**src/include/ccs_defs.svh**
```systemverilog
// ==========================================================================
// constants of the cpu clock source control block
// ==========================================================================
// holds register offsets, field positions, reset values and limits
// assumes inclusion by bare name from the design files
`ifndef CCS_DEFS_SVH
`define CCS_DEFS_SVH

// register offsets on the plain register port
`define CCS_ADDR_W 4
`define CCS_OFS_OSC_MODE 4'h0
`define CCS_OFS_OSC_RUN 4'h1
`define CCS_OFS_CLK_SEL 4'h2
`define CCS_OFS_PIN_STAT 4'h3

// oscillation mode register fields
`define CCS_MODE_EXT_MAIN 7
`define CCS_MODE_MAIN_PIN 6
`define CCS_MODE_SUB_PIN 4
`define CCS_MODE_SUB_DRV_HI 2
`define CCS_MODE_SUB_DRV_LO 1
`define CCS_MODE_MAIN_GAIN 0
`define CCS_MODE_WMASK 8'hd7
`define CCS_MODE_RST 8'h00

// oscillator run register fields
`define CCS_RUN_MAIN_HALT 7
`define CCS_RUN_SUB_HALT 6
`define CCS_RUN_FAST_HALT 0

// clock select register fields
`define CCS_SEL_ON_SUB 7
`define CCS_SEL_SUB_SRC 6
`define CCS_SEL_MAIN_FLAG 5
`define CCS_SEL_MAIN_SRC 4
`define CCS_SEL_DIV_HI 2
`define CCS_SEL_DIV_LO 0
`define CCS_DIV_RST 3'h0
`define CCS_DIV_MAX 3'h5

// option byte fields
`define CCS_OPT_WDT_STBY 0
`define CCS_OPT_WDT_EN 4

// source edge counts and synchroniser inputs
`define CCS_CNT_W 5
`define CCS_SUB_EDGES 5'h01
`define CCS_N_SENSE 5
`define CCS_SN_FAST 0
`define CCS_SN_MAIN 1
`define CCS_SN_SUB 2
`define CCS_SN_XIN 3
`define CCS_SN_XOUT 4

`endif

```
**src/include/ccs_pkg.sv**
```systemverilog
// ==========================================================================
// types of the cpu clock source control block
// ==========================================================================
// holds the state structs and the active source enum
// assumes ccs_defs.svh is compiled alongside
package ccs_pkg;

  // active cpu source, gray along fast -> main -> sub
  typedef enum logic [1:0] {
    CCS_SRC_FAST = 2'h0,
    CCS_SRC_MAIN = 2'h1,
    CCS_SRC_SUB = 2'h3
  } ccs_src_e;

  typedef struct packed {
    logic s1;
    logic s2;
    logic s3;
  } ccs_sense_s;

  typedef struct packed {
    logic [7:0] mode;
    logic mode_done;
    logic main_halt;
    logic sub_halt;
    logic fast_halt;
    logic sub_src;
    logic main_src;
    logic [2:0] div;
    ccs_src_e act_src;
    logic [2:0] act_div;
    logic [4:0] cnt;
    logic cpu_clk;
    logic stop_mode;
    logic halt_mode;
    logic fast_en;
    logic main_en;
    logic sub_en;
    logic slow_en;
    logic conv_ok;
    logic [7:0] rdata;
  } ccs_state_s;

endpackage

```
**src/include/ccs_osc_if.sv**
```systemverilog
// ==========================================================================
// carrier of one synchronised oscillator or pin level
// ==========================================================================
// holds the level and its edge marker
// assumes one sense instance drives it and the core reads it
`timescale 1ns/1ns
interface ccs_osc_if;
  logic level;
  logic edge_seen;
  modport sense_mp (output level, output edge_seen);
  modport user_mp (input level, input edge_seen);
endinterface

```
**src/logic/ccs_sense.sv**
```systemverilog
// ==========================================================================
// two flip-flop synchroniser with edge marker
// ==========================================================================
// holds one asynchronous input brought into core_clk_in
// assumes the input may change at any time
`timescale 1ns/1ns
module ccs_sense (
  input wire logic core_clk_in,
  input wire logic rst_b_in,
  input wire logic raw_in,
  ccs_osc_if.sense_mp sense
);

  ccs_pkg::ccs_sense_s st_r;
  ccs_pkg::ccs_sense_s st_nxt;

  // shift chain, s1 feeds only s2
  always_comb begin
    st_nxt = st_r;
    st_nxt.s1 = raw_in;
    st_nxt.s2 = st_r.s1;
    st_nxt.s3 = st_r.s2;
  end

  always_ff @(posedge core_clk_in or negedge rst_b_in) begin
    if (!rst_b_in) begin
      st_r <= '0;
    end else begin
      st_r <= st_nxt;
    end
  end

  // either edge of the settled level
  assign sense.level = st_r.s2;
  assign sense.edge_seen = st_r.s2 ^ st_r.s3;

endmodule // ccs_sense

```
**src/logic/ccs_clock_ctrl.sv**
```systemverilog
// ==========================================================================
// cpu clock source control
// ==========================================================================
// holds source select, dividers, oscillator run control and standby gating
// assumes oscillator signals arrive asynchronously; register port on core_clk_in
//
// Function
// - main select 0 gives fast oscillator divided by 1,2,4,8,16,32 for codes 0-5
// - stop instruction enters stop mode and halts the fast oscillator
// - writing 1 to the fast halt bit stops the fast oscillator
// - status bits report fast, main or sub as the active cpu source
// - sub crystal pins are input ports after reset and when sub unused
// - sub pin select 1 hands both sub pins to crystal oscillation
// - clearing the sub halt bit starts the sub oscillator
// - oscillation mode register takes one write after reset
// - sub select 1 makes the cpu clock the sub clock divided by two
// - on sub clock peripherals share it; converter flagged as not guaranteed
// - writing 1 to the sub halt bit stops the sub oscillator
// - sub oscillator keeps running in stop mode
// - slow oscillator starts after reset, feeds only watchdog, never the cpu
// - slow oscillator runs whenever the watchdog runs
// - slow oscillator stops by watchdog disable, or standby-disable in halt/stop
// - slow oscillator restarts when that halt or stop is released
// - after reset fast oscillator runs and drives the cpu
// - clearing the fast halt bit restarts the fast oscillator
//
// Our own choices: the placing of the registers and the address-and-strobe port.
`timescale 1ns/1ns
`include "ccs_defs.svh"
module ccs_clock_ctrl (
  input wire logic core_clk_in,
  input wire logic rst_b_in,
  input wire logic [3:0] reg_addr_in,
  input wire logic [7:0] reg_wdata_in,
  input wire logic reg_wr_in,
  input wire logic reg_rd_in,
  input wire logic stop_exec_in,
  input wire logic halt_exec_in,
  input wire logic standby_release_in,
  input wire logic [7:0] option_byte_in,
  input wire logic fast_osc_in,
  input wire logic main_osc_in,
  input wire logic sub_osc_in,
  input wire logic sub_crystal_in_pin_in,
  input wire logic sub_crystal_out_pin_in,
  output logic [7:0] reg_rdata_out,
  output logic cpu_clk_out,
  output logic fast_osc_en_out,
  output logic main_osc_en_out,
  output logic sub_osc_en_out,
  output logic slow_osc_en_out,
  output logic sub_pins_osc_mode_out,
  output logic converter_ok_out
);

  // ========================================================================
  // synchronisers
  // ========================================================================
  ccs_osc_if sense_if[`CCS_N_SENSE] ();
  logic [`CCS_N_SENSE-1:0] raw_vec;
  logic [`CCS_N_SENSE-1:0] lvl_vec;
  logic [`CCS_N_SENSE-1:0] edge_vec;

  // gather the asynchronous inputs
  assign raw_vec = {sub_crystal_out_pin_in, sub_crystal_in_pin_in, sub_osc_in, main_osc_in, fast_osc_in};

  // one synchroniser per asynchronous input
  genvar gi;
  generate
    for (gi = 0; gi < `CCS_N_SENSE; gi = gi + 1) begin : g_sense
      ccs_sense u_sense (
        .core_clk_in(core_clk_in),
        .rst_b_in(rst_b_in),
        .raw_in(raw_vec[gi]),
        .sense(sense_if[gi].sense_mp)
      );
      assign lvl_vec[gi] = sense_if[gi].level;
      assign edge_vec[gi] = sense_if[gi].edge_seen;
    end
  endgenerate

  // ========================================================================
  // state
  // ========================================================================
  ccs_pkg::ccs_state_s st_r;
  ccs_pkg::ccs_state_s st_nxt;
  ccs_pkg::ccs_src_e req_src;
  logic [2:0] req_div;
  logic src_edge;
  logic [4:0] edge_limit;
  logic toggle;
  logic change_pending;
  logic standby;
  logic wdt_off_standby;

  // edges needed per half period, less one, for a given divider code
  function automatic logic [4:0] half_edges(input logic [2:0] code);
    logic [4:0] lim;
    lim = 5'h00;
    case (code)
      3'h0: lim = 5'h00;
      3'h1: lim = 5'h01;
      3'h2: lim = 5'h03;
      3'h3: lim = 5'h07;
      3'h4: lim = 5'h0f;
      default: lim = 5'h1f;
    endcase
    return lim;
  endfunction

  // requested source from the select bits
  always_comb begin
    if (st_r.sub_src) begin
      req_src = ccs_pkg::CCS_SRC_SUB;
    end else if (st_r.main_src) begin
      req_src = ccs_pkg::CCS_SRC_MAIN;
    end else begin
      req_src = ccs_pkg::CCS_SRC_FAST;
    end
    req_div = (st_r.div > `CCS_DIV_MAX) ? `CCS_DIV_MAX : st_r.div;
  end

  // edge of the source that drives the cpu now
  always_comb begin
    case (st_r.act_src)
      ccs_pkg::CCS_SRC_SUB: begin
        src_edge = edge_vec[`CCS_SN_SUB];
        edge_limit = `CCS_SUB_EDGES;
      end
      ccs_pkg::CCS_SRC_MAIN: begin
        src_edge = edge_vec[`CCS_SN_MAIN];
        edge_limit = half_edges(st_r.act_div);
      end
      default: begin
        src_edge = edge_vec[`CCS_SN_FAST];
        edge_limit = half_edges(st_r.act_div);
      end
    endcase
  end

  assign toggle = src_edge && (st_r.cnt == edge_limit);
  assign change_pending = (req_src != st_r.act_src) || (req_div != st_r.act_div);
  assign standby = st_r.stop_mode || st_r.halt_mode;
  assign wdt_off_standby = !option_byte_in[`CCS_OPT_WDT_STBY] && standby;

  // ========================================================================
  // next state
  // ========================================================================
  always_comb begin
    st_nxt = st_r;
    st_nxt.rdata = 8'h00;

    // register writes
    if (reg_wr_in) begin
      if (reg_addr_in == `CCS_OFS_OSC_MODE) begin
        if (!st_r.mode_done) begin
          st_nxt.mode = reg_wdata_in & `CCS_MODE_WMASK;
          st_nxt.mode_done = 1'b1;
        end
      end else if (reg_addr_in == `CCS_OFS_OSC_RUN) begin
        st_nxt.main_halt = reg_wdata_in[`CCS_RUN_MAIN_HALT];
        st_nxt.sub_halt = reg_wdata_in[`CCS_RUN_SUB_HALT];
        st_nxt.fast_halt = reg_wdata_in[`CCS_RUN_FAST_HALT];
      end else if (reg_addr_in == `CCS_OFS_CLK_SEL) begin
        st_nxt.sub_src = reg_wdata_in[`CCS_SEL_SUB_SRC];
        st_nxt.main_src = reg_wdata_in[`CCS_SEL_MAIN_SRC];
        st_nxt.div = reg_wdata_in[`CCS_SEL_DIV_HI:`CCS_SEL_DIV_LO];
      end
    end

    // register reads, data stand in the next cycle only
    if (reg_rd_in) begin
      if (reg_addr_in == `CCS_OFS_OSC_MODE) begin
        st_nxt.rdata = st_r.mode;
      end else if (reg_addr_in == `CCS_OFS_OSC_RUN) begin
        st_nxt.rdata[`CCS_RUN_MAIN_HALT] = st_r.main_halt;
        st_nxt.rdata[`CCS_RUN_SUB_HALT] = st_r.sub_halt;
        st_nxt.rdata[`CCS_RUN_FAST_HALT] = st_r.fast_halt;
      end else if (reg_addr_in == `CCS_OFS_CLK_SEL) begin
        st_nxt.rdata[`CCS_SEL_ON_SUB] = st_r.act_src[1];
        st_nxt.rdata[`CCS_SEL_SUB_SRC] = st_r.sub_src;
        st_nxt.rdata[`CCS_SEL_MAIN_FLAG] = st_r.act_src[0];
        st_nxt.rdata[`CCS_SEL_MAIN_SRC] = st_r.main_src;
        st_nxt.rdata[`CCS_SEL_DIV_HI:`CCS_SEL_DIV_LO] = st_r.div;
      end else if (reg_addr_in == `CCS_OFS_PIN_STAT) begin
        // port levels read as zero while the pins oscillate
        st_nxt.rdata[1:0] = st_r.mode[`CCS_MODE_SUB_PIN] ? 2'h0
          : {lvl_vec[`CCS_SN_XOUT], lvl_vec[`CCS_SN_XIN]};
      end
    end

    // standby entry and release
    if (standby_release_in) begin
      st_nxt.stop_mode = 1'b0;
      st_nxt.halt_mode = 1'b0;
    end else if (stop_exec_in) begin
      st_nxt.stop_mode = 1'b1;
    end else if (halt_exec_in) begin
      st_nxt.halt_mode = 1'b1;
    end

    // cpu clock divider, switch only at the rising point of a low phase
    if (toggle) begin
      if (!st_r.cpu_clk && change_pending) begin
        st_nxt.act_src = req_src;
        st_nxt.act_div = req_div;
        st_nxt.cnt = 5'h00;
      end else begin
        st_nxt.cpu_clk = !st_r.cpu_clk;
        st_nxt.cnt = 5'h00;
      end
    end else if (src_edge) begin
      st_nxt.cnt = st_r.cnt + 5'h01;
    end

    // oscillator enables
    st_nxt.fast_en = !st_nxt.fast_halt && !st_nxt.stop_mode;
    st_nxt.main_en = !st_nxt.main_halt && !st_nxt.stop_mode;
    st_nxt.sub_en = !st_nxt.sub_halt;
    st_nxt.slow_en = option_byte_in[`CCS_OPT_WDT_EN]
      && !(!option_byte_in[`CCS_OPT_WDT_STBY] && (st_nxt.stop_mode || st_nxt.halt_mode));
    st_nxt.conv_ok = (st_nxt.act_src != ccs_pkg::CCS_SRC_SUB);
  end

  // ========================================================================
  // registers
  // ========================================================================
  always_ff @(posedge core_clk_in or negedge rst_b_in) begin
    if (!rst_b_in) begin
      st_r <= '0;
      st_r.mode <= `CCS_MODE_RST;
      st_r.main_halt <= 1'b1;
      st_r.sub_halt <= 1'b1;
      st_r.div <= `CCS_DIV_RST;
      st_r.act_src <= ccs_pkg::CCS_SRC_FAST;
      st_r.act_div <= `CCS_DIV_RST;
      st_r.fast_en <= 1'b1;
      st_r.slow_en <= 1'b1;
      st_r.conv_ok <= 1'b1;
    end else begin
      st_r <= st_nxt;
    end
  end

  // outputs straight from state
  assign reg_rdata_out = st_r.rdata;
  assign cpu_clk_out = st_r.cpu_clk;
  assign fast_osc_en_out = st_r.fast_en;
  assign main_osc_en_out = st_r.main_en;
  assign sub_osc_en_out = st_r.sub_en;
  assign slow_osc_en_out = st_r.slow_en;
  assign sub_pins_osc_mode_out = st_r.mode[`CCS_MODE_SUB_PIN];
  assign converter_ok_out = st_r.conv_ok;
endmodule // ccs_clock_ctrl

```
**config.mk**
```make
export PLATFORM = sky130hd
export DESIGN_NAME = ccs_clock_ctrl
export DESIGN_NICKNAME = d
export VERILOG_FILES = /design/src/include/ccs_pkg.sv /design/src/include/ccs_osc_if.sv /design/src/logic/ccs_sense.sv /design/src/logic/ccs_clock_ctrl.sv
export VERILOG_INCLUDE_DIRS = /design/src /design/src/include
export SDC_FILE = /design/constraint.sdc
export NUM_CORES = 1
export LEC_CHECK = 0
export BUFFER_PORTS_ARGS = -buffer_cell sky130_fd_sc_hd__buf_4
export CAP_MARGIN = 20
export CORE_ASPECT_RATIO = 0.6
export CORE_UTILIZATION = 54
export CTS_CLUSTER_DIAMETER = 40
export DETAILED_ROUTE_END_ITERATION = 10
export PLACE_DENSITY = 0.78
export RECOVER_POWER = 100
export SYNTH_ARGS = -nofsm -noshare
export SYNTH_HDL_FRONTEND = slang
export SYNTH_SLANG_ARGS = --single-unit
```
**constraint.sdc**
```tcl
create_clock -name core_clk_in -period 2.6 [get_ports core_clk_in]
set_input_delay 0.78 -clock core_clk_in [delete_from_list [all_inputs] [get_ports core_clk_in]]
set_output_delay 0.78 -clock core_clk_in [all_outputs]
set_load 0.01 [all_outputs]
```
======== After elaboration in Yosys (flattened, before gate mapping) ========
Index checks and enable logic that the tools add are counted.
operators by class
  add/sub/neg operators ................... 1
  $lt $le $gt $ge ......................... 1
  eq/ne operators ......................... 13
  muxes and demuxes ....................... 31
  bitwise logic cells ..................... 7
  reduce and logical (&&, ||, !) cells .... 23
operators by type and width
  operator                                              number
  2-to-1 mux 5 bit                                      7
  case mux 5 bit (5 select lines)                       1
  2-to-1 mux 8 bit                                      3
  2-to-1 mux 2 bit                                      8
  2-to-1 mux 3 bit                                      3
  == test 4 x 2 -> 1 bit, second input constant         2
  2-to-1 mux 4 bit                                      2
  logical NOT 1 bit                                     7
  == test 3 x 2 -> 1 bit, second input constant         2
  logical AND 1 bit                                     6
  2-to-1 mux 1 bit                                      6
  AND reduction 2 bit                                   3
  adder 5 x 1 -> 5 bit, second input constant           1
  == test 5 bit                                         1
  == test 4 x 1 -> 1 bit, second input constant         1
  logical NOT 4 bit                                     1
  inverter 1 bit                                        4
  AND reduction 4 bit                                   1
  == test 3 x 1 -> 1 bit, second input constant         1
  == test 3 bit, second input constant                  1
  greater-than comparator 3 bit, second input constant  1
  logical NOT 3 bit                                     1
  inequality test 3 bit                                 1
  AND reduction 3 bit                                   1
  other kinds (8)                                       11
word-level totals
  register bits ........................... 54
  input port bits ......................... 32
  output and inout bits ................... 15
  word-level logic and storage cells ...... 109

======== Logic depth before layout (Yosys ltp) ========
Gate-level depths: netlist of run 1.
  word-level depth ........................ 8
  gate-level depth with buffers ........... 6
  gate-level depth less buffers ........... 5

======== Hierarchy ========
A second synthesis of run 1 with hierarchy kept.
second synthesis, totals
  cells, all modules ...................... 191
  area, all modules ....................... 2379.8 um^2
by module, submodules not included
  module          times used  cells an instance  area each (um^2)  seq. area each (um^2)
  ccs_clock_ctrl  1           171                1960.6            1007.2
  ccs_sense       5           4                  83.8              75.1

======== Worst setup path before layout of run 1 ========
No wires, ideal clock.
  path kind ............................... in2reg
  start point ............................. in reg_addr_in[1]
  end point ............................... reg st_r[35] (netlist bit)
  library setup time ...................... 125 ps
  arrival time ............................ 2242 ps
  required time ........................... 2475 ps
  setup slack ............................. 233 ps
  cell stages on the path ................. 5
  path buffers ............................ 1
  cells stage by stage .................... buf_2 > nor3_1 > nand2_1 > nor2_1 > mux2_2
between the ends
  longest elaborated chain between the ends .. 2
RTL lines
  what                           line                   RTL
  start, declared                ccs_clock_ctrl.sv:33   input wire logic [3:0] reg_addr_in,
  logical NOT 4 bit (no line)    n/a
  AND reduction 3 bit (no line)  n/a
  end signal, assigned           ccs_clock_ctrl.sv:241  st_r <= st_nxt;
  end, declared                  ccs_clock_ctrl.sv:85   ccs_pkg::ccs_state_s st_r;
Every way passes these cells.
A chain may end at the register's enable or synchronous reset.

======== Worst setup path in the final report of run 1 ========
  start point ............................. reg st_r[22] (netlist bit)
  end point ............................... reg st_r[21] (netlist bit)
between the ends
  longest elaborated chain between the ends .. 6
  elaborated cells between the ends (all ways) .. 13
  those cells by class .................... 6 x eq/ne; 2 x mux; 5 x reduce/logical
RTL lines
  what                                   line                   RTL
  == test 3 bit (tied with other cells)  ccs_clock_ctrl.sv:100  case (code)
  case mux 5 bit (5 select lines)        ccs_clock_ctrl.sv:100
  2-to-1 mux 5 bit                       n/a
  == test 5 bit                          ccs_clock_ctrl.sv:141  assign toggle = src_edge && (st_r.cnt == edge_limit);
  logical AND 1 bit                      ccs_clock_ctrl.sv:141
  AND reduction 2 bit (no line) (*)      n/a
Every way passes the cells marked *; elsewhere a longest branch is shown, timed or not.

==> results of run 1 <==
placed cells by master, fill, tap and decap left out, types with 6 or more instances in the layout:
master,instances
mux2i_1,9
buf_4,15
clkbuf_1,18
o21ai_0,9
nand2_1,13
dfrtp_1,48
nor3_1,9
mux2_2,10
clkbuf_4,7
nor2_1,17
inv_1,11
a21oi_1,6
worst paths after layout:
kind                                                                  to                                    from
worst max-delay path                                st_r[21]$_DFFE_PN0P_                    st_r[22]$_DFFE_PN0P_
worst min-delay path            g_sense[2].u_sense.sense.level$_DFF_PN0_  g_sense[2].u_sense.st_nxt[1]$_DFF_PN0_
worst max register to register                      st_r[21]$_DFFE_PN0P_                    st_r[22]$_DFFE_PN0P_
worst min register to register  g_sense[2].u_sense.sense.level$_DFF_PN0_  g_sense[2].u_sense.st_nxt[1]$_DFF_PN0_
max in group asynchronous                           st_r[22]$_DFFE_PN0P_                                rst_b_in
min in group asynchronous                           st_r[20]$_DFFE_PN0P_                                rst_b_in
metrics by stage:
| stage | worst slack [ps] | area (sq um) | hold WS, ps | cells |
|---|---|---|---|---|
| after detailed placement | 421 | 2650 | 336 | 293 |
| final | 268 | 2710 | 356 | 301 |
| after CTS | 386 | 2790 | 359 | 301 |
| after global routing | 129 | 2710 | 362 | 301 |
| after global placement | 469 | 2650 | 332 | 293 |
| after floorplan | 233 | 2370 | 331 | 206 |
power breakdown:
part / internal [mW] / leakage [nW] / total [mW] / switching, mW
combinational: 0.301 / 0.468 / 0.687 / 0.386
clock: 0.387 / 0.0687 / 0.658 / 0.270
sequential: 1.00 / 0.642 / 1.20 / 0.198
layout make-up:
type                            count  area, sq um
Fill cell                         350         1460
Sequential cell                    53         1330
Multi-Input combinational cell    128          882
Timing Repair Buffer               41          238
Tap cell                           60         75.1
Clock buffer                        5         68.8
Clock inverter                      3         68.8
Inverter                           11         41.3
state kept, by name, summed over array words and instances, names as in the netlist:
register	flops
st_r	26
reg_rdata_out	7
g_sense.u_sense.sense.level	5
g_sense.u_sense.st_nxt	5
g_sense.u_sense.st_r	3
converter_ok_out	1
cpu_clk_out	1
fast_osc_en_out	1
main_osc_en_out	1
slow_osc_en_out	1
sub_osc_en_out	1
sub_pins_osc_mode_out	1
logic make-up after synthesis:
kind of cell,Yosys count
fa+ha+maj,1
compound gates,37
flops,53
other cells,1
buf+inv,25
simple gates,59
xor+xnor,7
mux,23
per-layer routing:
| layer | part of all wire | wire length [um] |
|---|---|---|
| met3 | 0.056 | 236 |
| met4 | 0.012 | 51 |
| met1 | 0.52 | 2210 |
| met2 | 0.41 | 1740 |
| met5 | 0 | 0 |
==> metrics.md, run 1 <==
| Metric | Value |
|---|---|
| Yosys top cell by area | `dfrtp_1` |
| Largest family of logic cells by synthesized area | `simple AND/OR/NAND/NOR gates` |
| Worst-path cell chain | `or3_1 -> a211oi_2 -> o22ai_1 -> nor4_4 -> clkbuf_1 -> mux2i_1` |
| Number of max-cap violations | `0` |
| Clock Latency Late Sink | `310 ps` |
| Most frequent cell after synthesis | `dfrtp_1` |
| Die width | `87.6 um` |
| Num rows | `18` |
| Slew headroom | `0.164` |
| Clk sinks | `53` |
| Fin. Hold Viols | `0` |
| Mapped Cells | `206` |
| Postcts setup bufs | `0` |
| Post-synth top area share | `0.506` |
| VDD IR-drop max | `0.000446 V` |
| Share of layout cells above drive strength 1 | `0.220` |
| Core Area | `0.00417 sq mm` |
| CTS Buf Count | `5` |
| Worst hold path class | `register to register` |
| Crit Path Class | `register to register` |
| Buf/Inv on CP | `1` |
| Distinct cells, synth | `44` |
| Pwr/cell area | `940 mW/mm^2` |
| Fin crit period | `2330 ps` |
| Ant. Diodes | `0` |
| Status | `finished, final reports clean` |
| Vias per cell | `5.28` |
| Slowest stage delay, CP | `490 ps` |
| CP endpoint kind | `register` |
| Yosys warnings | `0` |
| CP startpoint kind | `register` |
| Syn nets | `239` |
| Largest net degree at the start of global routing | `54` |
| Met3 capacity usage during global routing | `0.0515` |
| CTS resizes | `0` |
| Number of antenna violations at the first check in global routing | `0` |
| Nets | `273` |
| Mux cell area share after synthesis | `0.108` |
| Starting Density | `0.569` |
| Met2 usage | `0.280` |
| Final Setup Violations | `0` |
| Final period utilization | `0.897` |
| Post-Syn Area | `0.00237 sq mm` |
| Delay-heaviest family, CP | `simple AND/OR/NAND/NOR gates` |
| Number of flops mapped to enable cells by yosys | `0` |
| Routed Antenna Nets | `0` |
| Sequential fraction of the synthesis area | `0.562` |
| Async SR Flop Fraction | `1.00` |
| Hold Path Depth | `0` |
| Final WL | `4240 um` |
| Main synth FF type | `dfrtp_1` |
| Mapped Avg Cell Area | `11.5 sq um` |
| R2R cell count | `6` |
| Busiest layer in global routing | `met1` |
| Die ar. | `0.00467 sq mm` |
| Syn-to-layout area delta | `14.1%` |
| Initial drt markers | `65` |
| RSZ-0062 raised after global routing | `false` |
| Residual overflow from global routing | `0` |
| CTS tree | `built` |
| Clock buffer depth | `2` |
| Total negative setup slack | `0 ps` |
| Fmax | `0.429 GHz` |
| Flop and latch count out of synthesis | `53` |
| Global-route wire length before repair | `6930 um` |
| Hold_buf cts | `0` |
| Reg2reg setup slack | `270 ps` |
| Met1 Track Usage GR | `0.322` |
| Total Power | `2.54 mW` |
| Clock slew at reported path FFs | `90 ps` |
| Pleak | `1.18 nW` |
| Root Buffer | `clkbuf_8` |
| Port Buffer Count | `37` |
| Drt pass-1 iters | `4` |
| Core Util, Final | `0.650` |
| WL/cell | `14.1 um` |
| Max Slew Vio Count | `0` |
| DRC | `0` |
| Synth Area in Compound Gates | `0.110` |
| Least-Margin Pin Slew | `1250 ps` |
| Die height | `53.3 um` |
| Synthesized-area fraction occupied by xor and xnor cells | `0.0258` |
| Clk_skew | `6.03 ps` |
| DR vias | `1590` |
| Top cells by count, synth | `dfrtp_1, nor2_1, nand2_1` |
| Dpl hpwl | `3050 um` |
| WP data required | `2830 ps` |
| Crit Path Max Fanout | `9` |
| Area contributors post-synth | `dfrtp_1, mux2_2, dfstp_2, mux2i_1, nor2_1` |
| Crit path depth | `6` |
| Global Route Usage Sum | `0.209` |
| Post-Synth Adder-Cell Area | `0.00527` |
| GPL Wtd Cong | `0.766` |
| Top-level port count | `47` |
| Vias in the first global route | `1390` |
| Htree depth | `2` |
| Simple logic cell fraction of the synthesized area | `0.128` |
| CP max-delay cell | `dfrtp_1` |
| Worst EP arrival | `2560 ps` |
Note: power is estimated with default switching activity, not from simulation.
==> run 2, diff against run 1 <==
Settings changed: REMOVE_ABC_BUFFERS from default to 1.
==> metrics.md, run 2 (synthesis gave the netlist of run 1 again) <==
| Metric | Value |
|---|---|
| WP data required | `2790 ps (-40 ps)` |
| FILL cells | `335 (-4.3%)` |
| CP endpoint kind | `register` |
| Cell Int Power | `1.69 mW (about the same)` |
| Placement Setup Slack | `339 ps (-81.4 ps)` |
| Pleak | `1.19 nW (+0.86%)` |
| Clk_skew | `3.49 ps (-2.54 ps)` |
| Pwr/cell area | `935 mW/mm^2 (-0.57%)` |
| Fmax | `0.426 GHz (-0.73%)` |
| Seq pwr share | `0.474 (+0.003)` |
| Hold Path Depth | `0 (unchanged)` |
| Clock slew at reported path FFs | `90 ps (about the same)` |
| Net Sw Frac | `0.331 (-0.00456)` |
| Clk sinks | `53 (unchanged)` |
| Worst EP arrival | `2540 ps (-20 ps)` |
| Htree depth | `2 (unchanged)` |
| Fin. Hold Viols | `0 (unchanged)` |
| Slew headroom | `0.183 (+0.0193)` |
| Worst hold start | `g_sense[0].u_sense.st_nxt[1]$_DFF_PN0_` |
| Status | `finished, final reports clean` |
| Drt pass-1 iters | `4 (unchanged)` |
| R2r endpoint | `st_r[25]$_DFF_PN0_` |
| Leading cell types in the layout, fill and taps excluded | `dfrtp_1, clkbuf_1, nor2_1` |
| DR vias | `1594 (+0.25%)` |
| Postcts setup bufs | `0 (unchanged)` |
| Worst hold path class | `register to register` |
| CTS Buf Count | `5 (unchanged)` |
| Commonest non-fill, non-tap cell in the layout | `dfrtp_1` |
| Number of antenna violations at the first check in global routing | `0 (unchanged)` |
| GPL Wtd Cong | `0.837 (+9.2%)` |
| Clock Latency Late Sink | `300 ps (about the same)` |
| CTS resizes | `0 (unchanged)` |
| Share of layout cells above drive strength 1 | `0.221 (+0.000916)` |
| Die width | `87.6 um (unchanged)` |
| Syn-to-layout area delta | `13.9%` |
| Number of max-cap violations | `0 (unchanged)` |
| Ant. Diodes | `0 (unchanged)` |
| Logic pwr share | `0.267 (-0.003)` |
| Starting Density | `0.569 (unchanged)` |
| Vias per cell | `5.31 (+0.59%)` |
| RSZ-0062 raised after global routing | `false` |
| Least-Margin Pin Slew | `1230 ps (-28.9 ps)` |
| Dpl hpwl | `3060 um (+0.21%)` |
| WL/cell | `13.9 um (-1.7%)` |
| Net switching power | `0.836 mW (-2.1%)` |
| CP startpoint kind | `register` |
| Nets | `272 (-0.37%)` |
| Die height | `53.3 um (unchanged)` |
| Residual overflow from global routing | `0 (unchanged)` |
| Root Buffer | `clkbuf_8` |
| Final Setup Violations | `0 (unchanged)` |
| Fin worst setup slack | `251 ps (-17.2 ps)` |
| Final WL | `4160 um (-2.0%)` |
| Hold_buf cts | `0 (unchanged)` |
| Num rows | `18 (unchanged)` |
| Port Buffer Count | `37 (unchanged)` |
| Crit Path Class | `register to register` |
| Hold endpoint | `g_sense[0].u_sense.sense.level$_DFF_PN0_` |
| CTS tree | `built` |
| Vias in the first global route | `1404 (+1.0%)` |
| Routed Antenna Nets | `0 (unchanged)` |
| VDD IR-drop max | `0.000524 V (+17%)` |
| Reg2reg setup slack | `250 ps (-20 ps)` |
| Largest net degree at the start of global routing | `54 (unchanged)` |
| Core Util, Final | `0.648 (-0.00120)` |
| Max Slew Vio Count | `0 (unchanged)` |
| DRC | `0 (unchanged)` |
| Final period utilization | `0.903 (+0.00662)` |
| Initial drt markers | `89 (+37%)` |
| Fin crit period | `2350 ps (+17.2 ps)` |
| R2R cell count | `5 (-1)` |
| Clock buffer depth | `2 (unchanged)` |
| Crit Path Max Fanout | `9 (unchanged)` |
| Worst R2R Start | `st_r[22]$_DFFE_PN0P_` |
| Die ar. | `0.00467 sq mm (unchanged)` |
| Largest register by flop count | `st_r` |
| Top-level port count | `47 (unchanged)` |
| Clk pwr share | `0.259 (about the same)` |
| Max reg flops | `26 (unchanged)` |
| Total negative setup slack | `0 ps (unchanged)` |
| Global Route Usage Sum | `0.208 (-0.000848)` |
| Global-route wire length before repair | `7070 um (+1.9%)` |
| Core Area | `0.00417 sq mm (unchanged)` |
run 2: power groups by stage:
stage	Combinational, mW	Sequential, mW	Clock (mW)
floorplan	0.499	1.18	0
finish	0.675	1.20	0.653
global route	0.771	1.23	0.702
detailed placement	0.716	1.21	0
global placement	0.690	1.21	0
CTS	0.719	1.20	0.669
run 2: cell type report:
class                   instances  area [sq um]  area share
clock buffers                   5          68.8      0.0255
clock inverters                 3          68.8      0.0255
inverters                      11          41.3      0.0153
multi-input cells             128           885       0.327
flip-flops and latches         53          1330       0.493
well taps                      60          75.1      0.0278
repair buffers                 40           230      0.0852
run 2: routing by layer:
layer | vias to the layer above | GRT usage | wire, um
met2 | 38 | 0.273 | 1750
li1 | 781 | - | -
met3 | 4 | 0.0562 | 209
met1 | 771 | 0.325 | 2170
met5 | - | 0 | 0
met4 | 0 | 0.0628 | 34
run 2: worst max path at each step:
stage                               from  depth (start not counted)                         to  slack [ps]
floorplan                 reg_addr_in[1]                          4       st_r[35]$_DFFE_PN0P_         410
global placement          reg_addr_in[1]                          6  fast_osc_en_out$_DFF_PN1_         360
detailed placement  st_r[22]$_DFFE_PN0P_                          5         st_r[25]$_DFF_PN0_         340
CTS                 st_r[22]$_DFFE_PN0P_                          5         st_r[25]$_DFF_PN0_         330
global route        st_r[22]$_DFFE_PN0P_                          5         st_r[25]$_DFF_PN0_         140
finish              st_r[22]$_DFFE_PN0P_                          5         st_r[25]$_DFF_PN0_         250
run 2: critical path, cell delays in order (launching register included):
cell and delay, ps:
dfrtp_1 490, or3_4 410, a211oi_1 280, o22ai_2 230, nor4_4 440, mux2_1 380
run 2: per-stage QoR:
step                      total power, mW  std cells  hold WS [ps]  cell area, sq um
final                                2.52        300           356              2700
after global routing                 2.70        300           368              2700
after CTS                            2.58        300           356              2780
after detailed placement             1.93        292           335              2650
after global placement               1.90        292           332              2650
after floorplan                      1.68        192           331              2270
==> run 3, diff against run 2 <==
--- a/config.mk
+++ b/config.mk
@@ -13,4 +13,5 @@
 export CTS_CLUSTER_DIAMETER = 40
 export DETAILED_ROUTE_END_ITERATION = 10
+export GPL_TIMING_DRIVEN = 0
 export PLACE_DENSITY = 0.78
 export RECOVER_POWER = 100
==> constraint.sdc (replaced) <==
create_clock -name core_clk_in -period 2.6 [get_ports core_clk_in]
set_input_delay 0.39 -clock core_clk_in [delete_from_list [all_inputs] [get_ports core_clk_in]]
set_output_delay 0.39 -clock core_clk_in [all_outputs]
set_load 0.01 [all_outputs]
==> metrics.md, run 3 (synthesis gave the netlist of run 1 again) <==
| Metric | Value |
|---|---|
| Routed Antenna Nets | `0 (unchanged)` |
| Share of layout cells above drive strength 1 | `0.215 (-0.00564)` |
| Net switching power | `0.861 mW (+2.9%)` |
| R2R cell count | `5 (unchanged)` |
| Die width | `87.6 um (unchanged)` |
| Residual overflow from global routing | `0 (unchanged)` |
| Logic pwr share | `0.282 (+0.015)` |
| Leading cell types in the layout, fill and taps excluded | `dfrtp_1, nor2_1, clkbuf_1` |
| Final period utilization | `0.921 (+0.0171)` |
| DR vias | `1580 (-0.88%)` |
| Vias per cell | `5.32 (+0.12%)` |
| Hold_buf cts | `0 (unchanged)` |
| Core Area | `0.00417 sq mm (unchanged)` |
| Port Buffer Count | `37 (unchanged)` |
| CTS tree | `built` |
| GPL Wtd Cong | `0.797 (-4.7%)` |
| Final WL | `4250 um (+2.3%)` |
| Starting Density | `0.569 (unchanged)` |
| CP startpoint kind | `register` |
| Largest net degree at the start of global routing | `54 (unchanged)` |
| Vias in the first global route | `1386 (-1.3%)` |
| Clock buffer depth | `2 (unchanged)` |
| Worst EP arrival | `2590 ps (+50 ps)` |
| Ant. Diodes | `0 (unchanged)` |
| Fin crit period | `2390 ps (+44.5 ps)` |
| Final Setup Violations | `0 (unchanged)` |
| Pwr/cell area | `892 mW/mm^2 (-4.6%)` |
| WL/cell | `14.3 um (+3.3%)` |
| Dpl hpwl | `3100 um (+1.4%)` |
| Clk pwr share | `0.201 (-0.058)` |
| Crit Path Max Fanout | `9 (unchanged)` |
| Commonest non-fill, non-tap cell in the layout | `dfrtp_1` |
| Cell Int Power | `1.49 mW (-11%)` |
| Nets | `269 (-1.1%)` |
| Initial drt markers | `100 (+12%)` |
| Total negative setup slack | `0 ps (unchanged)` |
| DRC | `0 (unchanged)` |
| VDD IR-drop max | `0.000440 V (-16%)` |
| Fin. Hold Viols | `0 (unchanged)` |
| Seq pwr share | `0.516 (+0.042)` |
| Number of antenna violations at the first check in global routing | `0 (unchanged)` |
| CTS Buf Count | `5 (unchanged)` |
| Status | `finished, final reports clean` |
| Num rows | `18 (unchanged)` |
| Fmax | `0.418 GHz (-1.9%)` |
| Die ar. | `0.00467 sq mm (unchanged)` |
| Max Slew Vio Count | `0 (unchanged)` |
| Drt pass-1 iters | `5 (+1)` |
| Clock slew at reported path FFs | `100 ps (about the same)` |
| Die height | `53.3 um (unchanged)` |
| Global Route Usage Sum | `0.200 (-0.00835)` |
| Hold Path Depth | `1 (+1)` |
| Global-route wire length before repair | `6780 um (-4.0%)` |
| Top-level port count | `47 (unchanged)` |
| Postcts setup bufs | `0 (unchanged)` |
| CP endpoint kind | `register` |
| Root Buffer | `clkbuf_8` |
| Clock Latency Late Sink | `310 ps (about the same)` |
| Core Util, Final | `0.634 (-0.0144)` |
| Clk_skew | `9.50 ps (+6.01 ps)` |
| Crit Path Class | `register to register` |
| Largest register by flop count | `st_r` |
| Net Sw Frac | `0.365 (+0.0342)` |
| RSZ-0062 raised after global routing | `false` |
| Least-Margin Pin Slew | `1240 ps (+19.2 ps)` |
| Clk sinks | `53 (unchanged)` |
| Hold_ws | `207 ps (-149 ps)` |
| Syn-to-layout area delta | `11.3%` |
| WP data required | `2800 ps (about the same)` |
| Slew headroom | `0.170 (-0.0128)` |
| Number of max-cap violations | `0 (unchanged)` |
| Max reg flops | `26 (unchanged)` |
| Worst hold path class | `input port to register` |
| Htree depth | `2 (unchanged)` |
| CTS resizes | `0 (unchanged)` |
| Pleak | `1.14 nW (-4.2%)` |
[run 3: area by class of cell]
type | count | area, sq um
Fill cell | 349 | 1530
Sequential cell | 53 | 1330
Multi-Input combinational cell | 128 | 886
Timing Repair Buffer | 37 | 211
Tap cell | 60 | 75.1
Clock buffer | 5 | 68.8
Inverter | 11 | 41.3
Clock inverter | 3 | 26.3
[run 3: critical path, stage by stage (launching register included)]
cell and delay (ps):
dfrtp_1 510, or3_1 410, a211oi_2 230, o22ai_1 300, nor4_4 490, mux2_4 340
[run 3: per-stage QoR]
stage | setup WS (ps) | std cells | instance area, sq um | total power [mW]
2_1_floorplan | 572 | 192 | 2270 | 1.68
3_3_place_gp | 239 | 289 | 2620 | 1.89
3_5_place_dp | 208 | 289 | 2620 | 1.93
4_1_cts | 338 | 297 | 2720 | 2.41
5_1_grt | 120 | 297 | 2640 | 2.51
6_report | 207 | 297 | 2640 | 2.36
[run 3: per-layer routing]
layer / GRT usage / share of wire
met1: 0.309 / 0.50
met2: 0.272 / 0.44
met3: 0.0530 / 0.049
met4: 0.0519 / 0.0045
met5: 0 / 0
[run 3: final timing paths]
check	start	endpoint	slack (ps)
min in group asynchronous	rst_b_in	st_r[20]$_DFFE_PN0P_	340
worst min-delay path	sub_crystal_out_pin_in	g_sense[4].u_sense.st_nxt[1]$_DFF_PN0_	210
worst max-delay path	st_r[21]$_DFFE_PN0P_	st_r[25]$_DFF_PN0_	210
worst max register to register	st_r[21]$_DFFE_PN0P_	st_r[25]$_DFF_PN0_	210
worst min register to register	g_sense[3].u_sense.st_nxt[1]$_DFF_PN0_	g_sense[3].u_sense.sense.level$_DFF_PN0_	360
max in group asynchronous	rst_b_in	st_r[36]$_DFFE_PN0P_	1510
[run 3: power groups by stage]
stage | Clock, mW | Sequential, mW | Combinational (mW)
6_report | 0.474 | 1.22 | 0.665
5_1_grt | 0.528 | 1.25 | 0.740
4_1_cts | 0.492 | 1.21 | 0.703
3_5_place_dp | 0 | 1.23 | 0.701
3_3_place_gp | 0 | 1.22 | 0.671
2_1_floorplan | 0 | 1.18 | 0.499
